## src/common/tpo_defs.vh

```
`ifndef TPO_DEFS_VH
`define TPO_DEFS_VH

// Register byte addresses
`define TPO_ADDR_VALUE      12'h000
`define TPO_ADDR_NEXT       12'h004
`define TPO_ADDR_DIR        12'h008
`define TPO_ADDR_NEXT_EN    12'h00c
`define TPO_ADDR_TRIG_SEL   12'h010
`define TPO_ADDR_MODE       12'h014
`define TPO_ADDR_CAPTURE    12'h018
`define TPO_ADDR_ALT_EN     12'h01c
`define TPO_ADDR_PINS       12'h020

// Reset values
`define TPO_RST_TRIG_SEL    8'hff
`define TPO_RST_MODE        4'h0
`define TPO_RST_HALF        16'h0000

// Field widths
`define TPO_GRP_W           4
`define TPO_SEL_W           2

`endif

```

## src/core/tpo_group.v

```verilog
`timescale 1ns/1ns
`default_nettype none
`include "tpo_defs.vh"

module tpo_group #(
    parameter CHANNELS = 4                           // Timer channels
) (
    input  wire [CHANNELS-1:0]        match_a,       // Compare match A strobes
    input  wire [CHANNELS-1:0]        match_b,       // Compare match B strobes
    input  wire [CHANNELS-1:0]        capture_a,     // Input capture A strobes
    input  wire [CHANNELS-1:0]        capture_mode,  // Channel register A captures
    input  wire [`TPO_SEL_W-1:0]      trig_sel,      // Selected channel
    input  wire                       nonoverlap,    // Non-overlap mode
    input  wire [`TPO_GRP_W-1:0]      next_val,      // Next values
    output reg  [`TPO_GRP_W-1:0]      load_mask      // Bits to copy this cycle
);

    reg ev_a;
    reg ev_b;

    // Select trigger source and form copy mask
    always @* begin
        ev_a = capture_mode[trig_sel] ? capture_a[trig_sel] : match_a[trig_sel];
        ev_b = match_b[trig_sel];
        if (ev_a) begin
            load_mask = {`TPO_GRP_W{1'b1}};
        end else if (nonoverlap && ev_b) begin
            load_mask = ~next_val;
        end else begin
            load_mask = {`TPO_GRP_W{1'b0}};
        end
    end

endmodule // tpo_group
`default_nettype wire

```

## src/core/tpo_top.v

```verilog
// Summary of operation
// - Pin drives pattern when direction set; enable does not gate the copy
// - Enabled pin shows current value register
// - Trigger copies next value into value register
// - Enable without direction: input, value read-only
// - Capture-mode channel triggers on input capture
// - Alternate function owns pin; copy continues
// - Non-overlap match A copies all bits
// - Non-overlap match B copies only zero bits
// - Falls at match B, rises at match A
// - Two-bit select per group, resets channel 3
// - Normal mode changes only at match A, or capture A in capture mode
// - Period from register B, margin from A
`timescale 1ns/1ns
`default_nettype none
`include "tpo_defs.vh"

module tpo_top #(
    parameter GROUPS   = 4,                          // Four-bit output groups
    parameter CHANNELS = 4                           // Timer channels
) (
    input  wire                       core_clk,      // System clock
    input  wire                       rst_n,         // Async reset, active low
    input  wire                       psel,          // APB select
    input  wire                       penable,       // APB enable
    input  wire                       pwrite,        // APB write
    input  wire [11:0]                paddr,         // APB byte address
    input  wire [31:0]                pwdata,        // APB write data
    output reg  [31:0]                prdata,        // APB read data
    output reg                        pready,        // APB ready
    output reg                        pslverr,       // APB error
    input  wire [CHANNELS-1:0]        match_a,       // Compare match A strobes
    input  wire [CHANNELS-1:0]        match_b,       // Compare match B strobes
    input  wire [CHANNELS-1:0]        capture_a,     // Input capture A strobes
    input  wire [CHANNELS-1:0]        capture_mode,  // Channel register A in capture
    input  wire [GROUPS*4-1:0]        alt_out_en,    // Timer or DMA owns pin
    input  wire [GROUPS*4-1:0]        alt_out,       // Timer or DMA pin value
    input  wire [GROUPS*4-1:0]        pin_in,        // Pin input levels
    output reg  [GROUPS*4-1:0]        pin_out,       // Pin output levels
    output reg  [GROUPS*4-1:0]        pin_oe         // Pin output enables
);

    // Pin count and field widths
    localparam GW = `TPO_GRP_W;                      // Pins per group
    localparam SW = `TPO_SEL_W;                      // Select bits per group
    localparam W  = GROUPS * GW;                     // Pattern pins in all

    // Software-visible registers
    reg  [W-1:0]          port_value;                // Value register
    reg  [W-1:0]          next_value;                // Buffered next pattern
    reg  [W-1:0]          port_dir;                  // Direction, 1 = output
    reg  [W-1:0]          next_out_enable;           // Write lock per pin where direction is clear
    reg  [SW*GROUPS-1:0]  trigger_select;            // Channel per group
    reg  [GROUPS-1:0]     overlap_mode;              // Non-overlap bit per group

    // Pin input synchroniser stages
    reg  [W-1:0]          pin_meta;                  // First stage, read by second only
    reg  [W-1:0]          pin_sync;                  // Second stage

    // Trigger copy and bus decode
    wire [W-1:0]          load_mask;                 // Bits copied this cycle
    wire                  wr_en;                     // Write in access phase
    reg                   addr_ok;                   // Offset is mapped
    reg  [31:0]           rd_mux;                    // Read data before register

    // Next values of registers and outputs
    reg  [W-1:0]          next_port_value;           // Value register
    reg  [W-1:0]          wr_mask;                   // Software-writable value bits
    reg  [W-1:0]          next_pin_out;              // Pin levels
    reg  [W-1:0]          next_pin_oe;               // Pin drive enables
    reg                   next_pready;               // Bus ready
    reg                   next_pslverr;              // Bus error
    reg  [31:0]           next_prdata;               // Bus read data

    // Per-group trigger decode; each group has its own channel and mode
    // A group copies only in the cycle its selected strobe is high
    genvar g;
    generate
        for (g = 0; g < GROUPS; g = g + 1) begin : grp
            tpo_group #(
                .CHANNELS     (CHANNELS)
            ) u_grp (
                .match_a      (match_a),
                .match_b      (match_b),
                .capture_a    (capture_a),
                .capture_mode (capture_mode),
                .trig_sel     (trigger_select[SW*g +: SW]),
                .nonoverlap   (overlap_mode[g]),
                .next_val     (next_value[GW*g +: GW]),
                .load_mask    (load_mask[GW*g +: GW])
            );
        end
    endgenerate

    // Pin synchronisers; pin_in is asynchronous to core_clk
    // Timer-side inputs share core_clk and are used directly
    always @(posedge core_clk or negedge rst_n) begin
        if (!rst_n) begin
            pin_meta <= {W{1'b0}};
            pin_sync <= {W{1'b0}};
        end else begin
            pin_meta <= pin_in;
            pin_sync <= pin_meta;
        end
    end

    // Write strobe, taken in the access phase
    assign wr_en = psel && penable && pwrite;

    // Value register next state
    always @* begin
        // Bits with enable set and direction clear ignore writes
        wr_mask = ~(next_out_enable & ~port_dir);
        next_port_value = port_value;
        // Software write, masked per bit
        if (wr_en && paddr == `TPO_ADDR_VALUE) begin
            next_port_value = (port_value & ~wr_mask) | (pwdata[W-1:0] & wr_mask);
        end
        // Trigger copy happens in strobe cycle and wins over software
        next_port_value = (next_port_value & ~load_mask) |
                          (next_value & load_mask);
    end

    // Register file and value register; select resets to channel 3
    always @(posedge core_clk or negedge rst_n) begin
        if (!rst_n) begin
            port_value      <= `TPO_RST_HALF;
            next_value      <= `TPO_RST_HALF;
            port_dir        <= `TPO_RST_HALF;
            next_out_enable <= `TPO_RST_HALF;
            trigger_select  <= `TPO_RST_TRIG_SEL;
            overlap_mode    <= `TPO_RST_MODE;
        end else begin
            // Value register follows its next state
            port_value <= next_port_value;
            // Writes land at the access edge; read-only offsets ignored
            if (wr_en) begin
                case (paddr)
                    `TPO_ADDR_NEXT:     next_value      <= pwdata[W-1:0];
                    `TPO_ADDR_DIR:      port_dir        <= pwdata[W-1:0];
                    `TPO_ADDR_NEXT_EN:  next_out_enable <= pwdata[W-1:0];
                    `TPO_ADDR_TRIG_SEL: trigger_select  <= pwdata[SW*GROUPS-1:0];
                    `TPO_ADDR_MODE:     overlap_mode    <= pwdata[GROUPS-1:0];
                    default:            ;
                endcase
            end
        end
    end

    // Address decode and read mux; unused upper bits read as zero
    always @* begin
        addr_ok = 1'b1;
        rd_mux  = 32'h0000_0000;
        // Readback-only offsets give no error
        case (paddr)
            `TPO_ADDR_VALUE:    rd_mux[W-1:0]        = port_value;
            `TPO_ADDR_NEXT:     rd_mux[W-1:0]        = next_value;
            `TPO_ADDR_DIR:      rd_mux[W-1:0]        = port_dir;
            `TPO_ADDR_NEXT_EN:  rd_mux[W-1:0]        = next_out_enable;
            `TPO_ADDR_TRIG_SEL: rd_mux[SW*GROUPS-1:0] = trigger_select;
            `TPO_ADDR_MODE:     rd_mux[GROUPS-1:0]   = overlap_mode;
            `TPO_ADDR_CAPTURE:  rd_mux[CHANNELS-1:0] = capture_mode;
            `TPO_ADDR_ALT_EN:   rd_mux[W-1:0]        = alt_out_en;
            `TPO_ADDR_PINS:     rd_mux[W-1:0]        = pin_sync;
            default:            addr_ok              = 1'b0;
        endcase
    end

    // APB answer: ready in the first access cycle, no wait state
    always @* begin
        // Ready after every setup cycle
        next_pready  = psel && !penable;
        // Error only for unmapped offsets
        next_pslverr = psel && !penable && !addr_ok;
        // Read data only for reads, else zero
        next_prdata  = (psel && !penable && !pwrite) ? rd_mux : 32'h0000_0000;
    end

    // Answer stands for one cycle only
    // Read data latched in setup stands with pready
    always @(posedge core_clk or negedge rst_n) begin
        if (!rst_n) begin
            pready  <= 1'b0;
            pslverr <= 1'b0;
            prdata  <= 32'h0000_0000;
        end else begin
            pready  <= next_pready;
            pslverr <= next_pslverr;
            prdata  <= next_prdata;
        end
    end

    // Pin drive next state
    always @* begin
        // Value register after this cycle's copy
        next_pin_out = next_port_value;
        // Alternate function owns the pin's value and drive
        next_pin_out = (next_pin_out & ~alt_out_en) | (alt_out & alt_out_en);
        // Direction or alt_out_en enables the driver; the pattern copy ignores enable
        next_pin_oe  = port_dir | alt_out_en;
    end

    // Registered pin levels and drive enables
    always @(posedge core_clk or negedge rst_n) begin
        if (!rst_n) begin
            pin_out <= {W{1'b0}};
            pin_oe  <= {W{1'b0}};
        end else begin
            pin_out <= next_pin_out;
            pin_oe  <= next_pin_oe;
        end
    end

endmodule // tpo_top
`default_nettype wire

```

## config.mk

```make
export PLATFORM = sky130hd
export DESIGN_NAME = tpo_top
export DESIGN_NICKNAME = d
export VERILOG_FILES = /design/src/core/tpo_group.v /design/src/core/tpo_top.v
export VERILOG_INCLUDE_DIRS = /design/src /design/src/common
export SDC_FILE = /design/constraint.sdc
export NUM_CORES = 1
export LEC_CHECK = 0
export ABC_AREA = 0
export BUFFER_PORTS_ARGS = -buffer_cell sky130_fd_sc_hd__buf_2
export CAP_MARGIN = 20
export CORE_UTILIZATION = 50
export DETAILED_ROUTE_END_ITERATION = 10
export PLACE_DENSITY_LB_ADDON = 0.12
export RECOVER_POWER = 25
export SKIP_LAST_GASP = 1
export SYNTH_ARGS = -nofsm -noshare
export SYNTH_HDL_FRONTEND = slang
export SYNTH_SLANG_ARGS = --single-unit
```

## constraint.sdc

```tcl
create_clock -name core_clk -period 3.7 [get_ports core_clk]
set_clock_uncertainty 0.05 [all_clocks]
set_input_delay 0.74 -clock core_clk [delete_from_list [all_inputs] [get_ports core_clk]]
set_output_delay 0.74 -clock core_clk [all_outputs]
set_load 0.02 [all_outputs]
```

Word-level counts from Yosys, hierarchy flattened
Index checks and enable logic that the tools add are counted.

storage, ports and cells
  register bits after elaboration = 158
  input bits = 113
  word-level logic and storage cells = 115

cells by class
  magnitude comparators = 4
  eq/ne operators = 8
  muxes and demuxes = 50
  bitwise gates (word level) = 20
  reductions and logical operators = 20

operators by type and width
  operator               number
  $and A16 B16 Y16       7
  $not A16 Y16           5
  $or A16 B16 Y16        4
  $eq A12 B5 Y1 const B  4
  $pmux W8 S6            1
  $pmux W4 S9            1
  $bmux W1 S2            16
  $mux W16               2
  $mux W4                8
  $pmux W4 S7            1
  $eq A12 B4 Y1 const B  2
  $mux W1                21
  $not A4 Y4             4
  $eq A12 B3 Y1 const B  1
  $eq A12 B6 Y1 const B  1
  $logic_not A12 Y1      1
  $lt A2 B3 Y1 const B   4
  $logic_and A1 B1 Y1    10
  $reduce_and A2 Y1      5
  $reduce_or A9 Y1       1
  $logic_not A1 Y1       3

Logic depth before layout (Yosys ltp)
  depth after elaboration = 11
  gate-level depth with buffers = 9
  mapped depth without buffers = 5

Cells and area by module
From an unflattened synthesis, not the netlist that was laid out.

second synthesis, totals
  cell total of the unflattened synthesis = 647
  area total of the unflattened synthesis = 7674.9 µm²

by module, submodules not included
  module     instances  cells an instance  area an instance (µm²)  sequential area each (µm²)
  tpo_top    1          607                7119.3                  3963.8
  tpo_group  4          10                 138.9                   0.0

Least setup slack after synthesis
No wires, ideal clock.

  path type = input -> register
  start = input paddr[5]
  end = register pin_out[7]
  library setup time = 0.127 ns
  arrival time = 2.799 ns
  data required time = 3.523 ns
  setup slack = 0.724 ns
  stages = 9
  buffers on the path = 4
  cell sequence = buf_6 -> or4_4 -> buf_6 -> or4_4 -> buf_6 -> buf_8 -> o21ai_2 -> a31oi_1 -> mux2_1

between the ends
  longest elaborated chain between the ends = 7

RTL lines
  element                               line           text
  from (decl)                           tpo_top.v:27   input wire [11:0] paddr,
  $logic_not A12 Y1                     -
  $logic_and A1 B1 Y1 (no source line)  -
  $mux W16                              tpo_top.v:116  if (wr_en && paddr == `TPO_ADDR_VALUE) begin
  $and A16 B16 Y16                      tpo_top.v:120  next_port_value = (next_port_value & ~load_mask) |
  $or A16 B16 Y16                       tpo_top.v:120
  named net next_port_value[7]          tpo_top.v:67   reg [W-1:0] next_port_value;
  $and A16 B16 Y16                      tpo_top.v:198  next_pin_out = (next_pin_out & ~alt_out_en) | (alt_out & alt_out_en);
  $or A16 B16 Y16                       tpo_top.v:198
  named net next_pin_out[7]             tpo_top.v:69   reg [W-1:0] next_pin_out;
  to (signal assigned)                  tpo_top.v:206  pin_out <= {W{1'b0}};
  to (signal assigned)                  tpo_top.v:209  pin_out <= next_pin_out;
  to (decl)                             tpo_top.v:39   output reg [GROUPS*4-1:0] pin_out,

The timed path passes the listed nets, and every way through them passes these cells.
A chain may end at the register's enable or synchronous reset.

Worst setup path in the final report
  start = input paddr[5]
  end = register pin_out[4]

Same word-level chain as after synthesis.

==> results.json <==
{
  "grt_pass1_wl_um": 30700,
  "critical_path.startpoint": "paddr[5]",
  "vias_in_the_first_global_route": 5599,
  "worst_r2r_path_depth": 6,
  "cts_made_buffers": 17,
  "post-dp-hpwl_um": 13900,
  "power.density_cell_area_nw_per_um2": 457,
  "routed_wl_um": 20100,
  "worst-slew-pin-transition_ns": 2.04,
  "first_iter_violations": 389,
  "asyncSetResetFlopFracSynth_pct": 100,
  "core_area_um2": 14100,
  "path_max_fanout": 16,
  "post_cts_resize_count": 0,
  "finalSetupViolCount": 0,
  "layout_min_cycle_time_ns": 2.75,
  "start_util_pct": 52.0,
  "pin_count_of_the_biggest_net_entering_global_routing": 81,
  "r2r-end": "pin_out[10]",
  "portBuffers": 146,
  "timing.critical_path.to_type": "flip-flop",
  "fin_setup_tns_ns": 0,
  "root_buffer": "sky130_fd_sc_hd__clkbuf_16",
  "grt_overflow": 0,
  "nNetsFinal": 839,
  "multi_input_comb_area_um2": 3140,
  "worst-setup-path-type": "in -> reg",
  "post_dp_cell_area_um2": 8280,
  "layout_worst_path_cycle_share_pct": 74.4,
  "insertion_delay_ns": 0.43,
  "cts.sink_count": 158,
  "worst_setup_path_start_kind": "input pin",
  "timing_hold_violations_final": 0,
  "first_pass_iters": 5,
  "postCtsSetupBuffers": 0,
  "die_height_um": 123,
  "netlist_area_um2": 7330,
  "max_slew_margin_pct": -36.1,
  "layout-area-overhead-vs-synth_pct": 21.8,
  "grt_util_all_layers_pct": 28.2,
  "rd_place_congestion": 0.929,
  "outcome": "finished, violations left",
  "dpl.cell_count": 887,
  "average_cell_area_after_synthesis_um2": 12.9,
  "m1WireLength_um": 8040,
  "power_leakage_nw": 4.11,
  "ir_drop_uv": 391,
  "worstReg2RegStart": "trigger_select[4]",
  "synthDominantAreaCellType": "sky130_fd_sc_hd__dfrtp_1",
  "r2r_setup_slack_ns": 1.19,
  "rsz_0062_raised_after_global_routing": "false",
  "detailed_route_vias_per_instance": 5.98,
  "worst-endpoint-arrival_ns": 3.02,
  "number_of_nets_with_antenna_violations_after_routing": 0,
  "synth_cells": 567,
  "crit_end": "pin_out[4]",
  "synthDistinctLibCells": 59,
  "maxClockFrequency_ghz": 0.363,
  "post_synth_main_area_contributors": "sky130_fd_sc_hd__dfrtp_1 51%, sky130_fd_sc_hd__mux2_2 13%, sky130_fd_sc_hd__mux4_2 4.9%, sky130_fd_sc_hd__dfstp_2 2.9%, sky130_fd_sc_hd__mux2i_1 1.9%",
  "synth_enable_flop_cells": 0,
  "yosys_most_used_dff": "sky130_fd_sc_hd__dfrtp_1",
  "floorplan.rows": 43,
  "crit_required_ns": 3.97,
  "timing_max_transition_violations_final": 80,
  "postSynthRegisterBits": 158,
  "synth.yosys.seq_area_share_pct": 54.1,
  "share_of_the_synthesized_area_in_the_top_cell_type_pct": 51.2,
  "clk_transition_reported_paths_ns": 0.07,
  "n_fill_cell": 1105,
  "met3WireLength_um": 1550,
  "hp_class": "reg -> reg",
  "top_signal_layer_used": "met5",
  "clock_tree.htree_level_count": 4,
  "drive_above_1_share_pct": 46.0,
  "routed-wl-met2_um": 9820,
  "violations": "max-capacitance violations, max-slew violations",
  "num_antenna_cells": 0,
  "antenna_found_initial": 1,
  "average_wire_length_per_cell_after_detail_routing_um": 21.9,
  "register_area_um2": 3960,
  "stdcell_area_um2": 8920,
  "cts_tree": "built",
  "ioPinCount": 179,
  "synth.most_common_cell": "sky130_fd_sc_hd__dfrtp_1",
  "finalNonFillerCells": 919,
  "hold_slack_ns": 0.292,
  "synth_common_cells": "150 x sky130_fd_sc_hd__dfrtp_1, 82 x sky130_fd_sc_hd__mux2_2, 26 x sky130_fd_sc_hd__a21oi_1",
  "drt_drc_violations_left": 0,
  "die_w_um": 123,
  "max_cap_violation_count": 1,
  "via_count": 5497,
  "yosys_warnings": 0,
  "cts-root-to-sink-buffers": 2,
  "cts-hold-fix-buffers": 0,
  "dieArea_um2": 15100
}
-- cells by family after synthesis --
group,after synthesis,synth area share [%]
mux,117,20.6
simple gates,129,10.8
other cells,1,0.0512
flops,158,54.1
buf+inv,47,4.01
compound gates,115,10.4
-- worst max-delay path, cell delays in order --
cell and delay [ns]:
sky130_fd_sc_hd__buf_2 0.17, sky130_fd_sc_hd__or4_4 0.64, sky130_fd_sc_hd__or4_4 0.73, sky130_fd_sc_hd__o21ai_0 0.27
sky130_fd_sc_hd__a31oi_1 0.17, sky130_fd_sc_hd__mux2_2 0.28
-- per-stage QoR --
stage	util [%]	total power [mW]	worst slack (ns)
4_1_cts	63.3	4.11	0.943
3_5_place_dp	58.8	2.20	0.585
5_1_grt	63.3	4.21	0.927
6_report	63.3	4.08	0.948
2_1_floorplan	-	2.03	0.724
3_3_place_gp	58.8	2.19	0.587
-- power by group --
group | switching [mW] | total (mW) | internal, mW
Sequential | 0.0236 | 1.81 | 1.79
Clock | 0.745 | 1.90 | 1.16
Combinational | 0.224 | 0.359 | 0.136
-- layer usage --
layer,vias to the layer above,GRT usage (%)
met1,2749,34.5
met3,55,8.16
met4,2,13.6
met5,-,0
met2,279,46.1
li1,2412,-
-- worst min-delay path by stage --
stage | cells after the start | startpoint | endpoint | slack, ns
floorplan | 0 | pin_meta[0] | pin_sync[0] | 0.28
global placement | 0 | pin_meta[9] | pin_sync[9] | 0.28
detailed placement | 0 | pin_meta[11] | pin_sync[11] | 0.29
CTS | 0 | pin_meta[9] | pin_sync[9] | 0.30
global route | 0 | pin_meta[9] | pin_sync[9] | 0.31
finish | 0 | pin_meta[9] | pin_sync[9] | 0.29
-- cell usage in the layout, fill, tap and decap left out, types with 3 or more instances in the layout --
cell type                    Yosys  routed
sky130_fd_sc_hd__buf_2           4     144
sky130_fd_sc_hd__mux2_2         82      82
sky130_fd_sc_hd__dfrtp_1       150     150
sky130_fd_sc_hd__a22oi_1        17      17
sky130_fd_sc_hd__mux2i_1        14      14
sky130_fd_sc_hd__nand3b_1       17      17
sky130_fd_sc_hd__or2_2          16      16
sky130_fd_sc_hd__o21ai_0        14      14
sky130_fd_sc_hd__o21ai_1         7       7
sky130_fd_sc_hd__nand3_1         8       8
sky130_fd_sc_hd__dfstp_2         8       8
sky130_fd_sc_hd__mux4_2         16      16
sky130_fd_sc_hd__nor3_1          3       3
sky130_fd_sc_hd__nor2b_1        18      18
sky130_fd_sc_hd__clkbuf_16       0      17
sky130_fd_sc_hd__buf_4          17      23
sky130_fd_sc_hd__mux2_1          3       3
sky130_fd_sc_hd__o21ai_2         3       3
sky130_fd_sc_hd__nand2_1        17      17
sky130_fd_sc_hd__nor2_1         21      21
sky130_fd_sc_hd__a22o_1         11      11
sky130_fd_sc_hd__a31oi_1        18      18
sky130_fd_sc_hd__nand2b_1        4       4
sky130_fd_sc_hd__bufinv_16       0       4
sky130_fd_sc_hd__a222oi_1        3       3
sky130_fd_sc_hd__a21oi_1        26      26
sky130_fd_sc_hd__a32oi_1         3       3
sky130_fd_sc_hd__conb_1          1      16
sky130_fd_sc_hd__clkinvlp_4      0       5
sky130_fd_sc_hd__o2bb2ai_1       3       3
-- final cells by class --
cell class,instances,share of cell area (%)
Clock buffer,18,4.92
Clock inverter,14,2.31
Inverter,1,0.0421
Multi-Input combinational cell,377,35.2
Sequential cell,158,44.4
Tap cell,180,2.52
Timing Repair Buffer,171,10.6
Power figures use the tool's default switching activity.
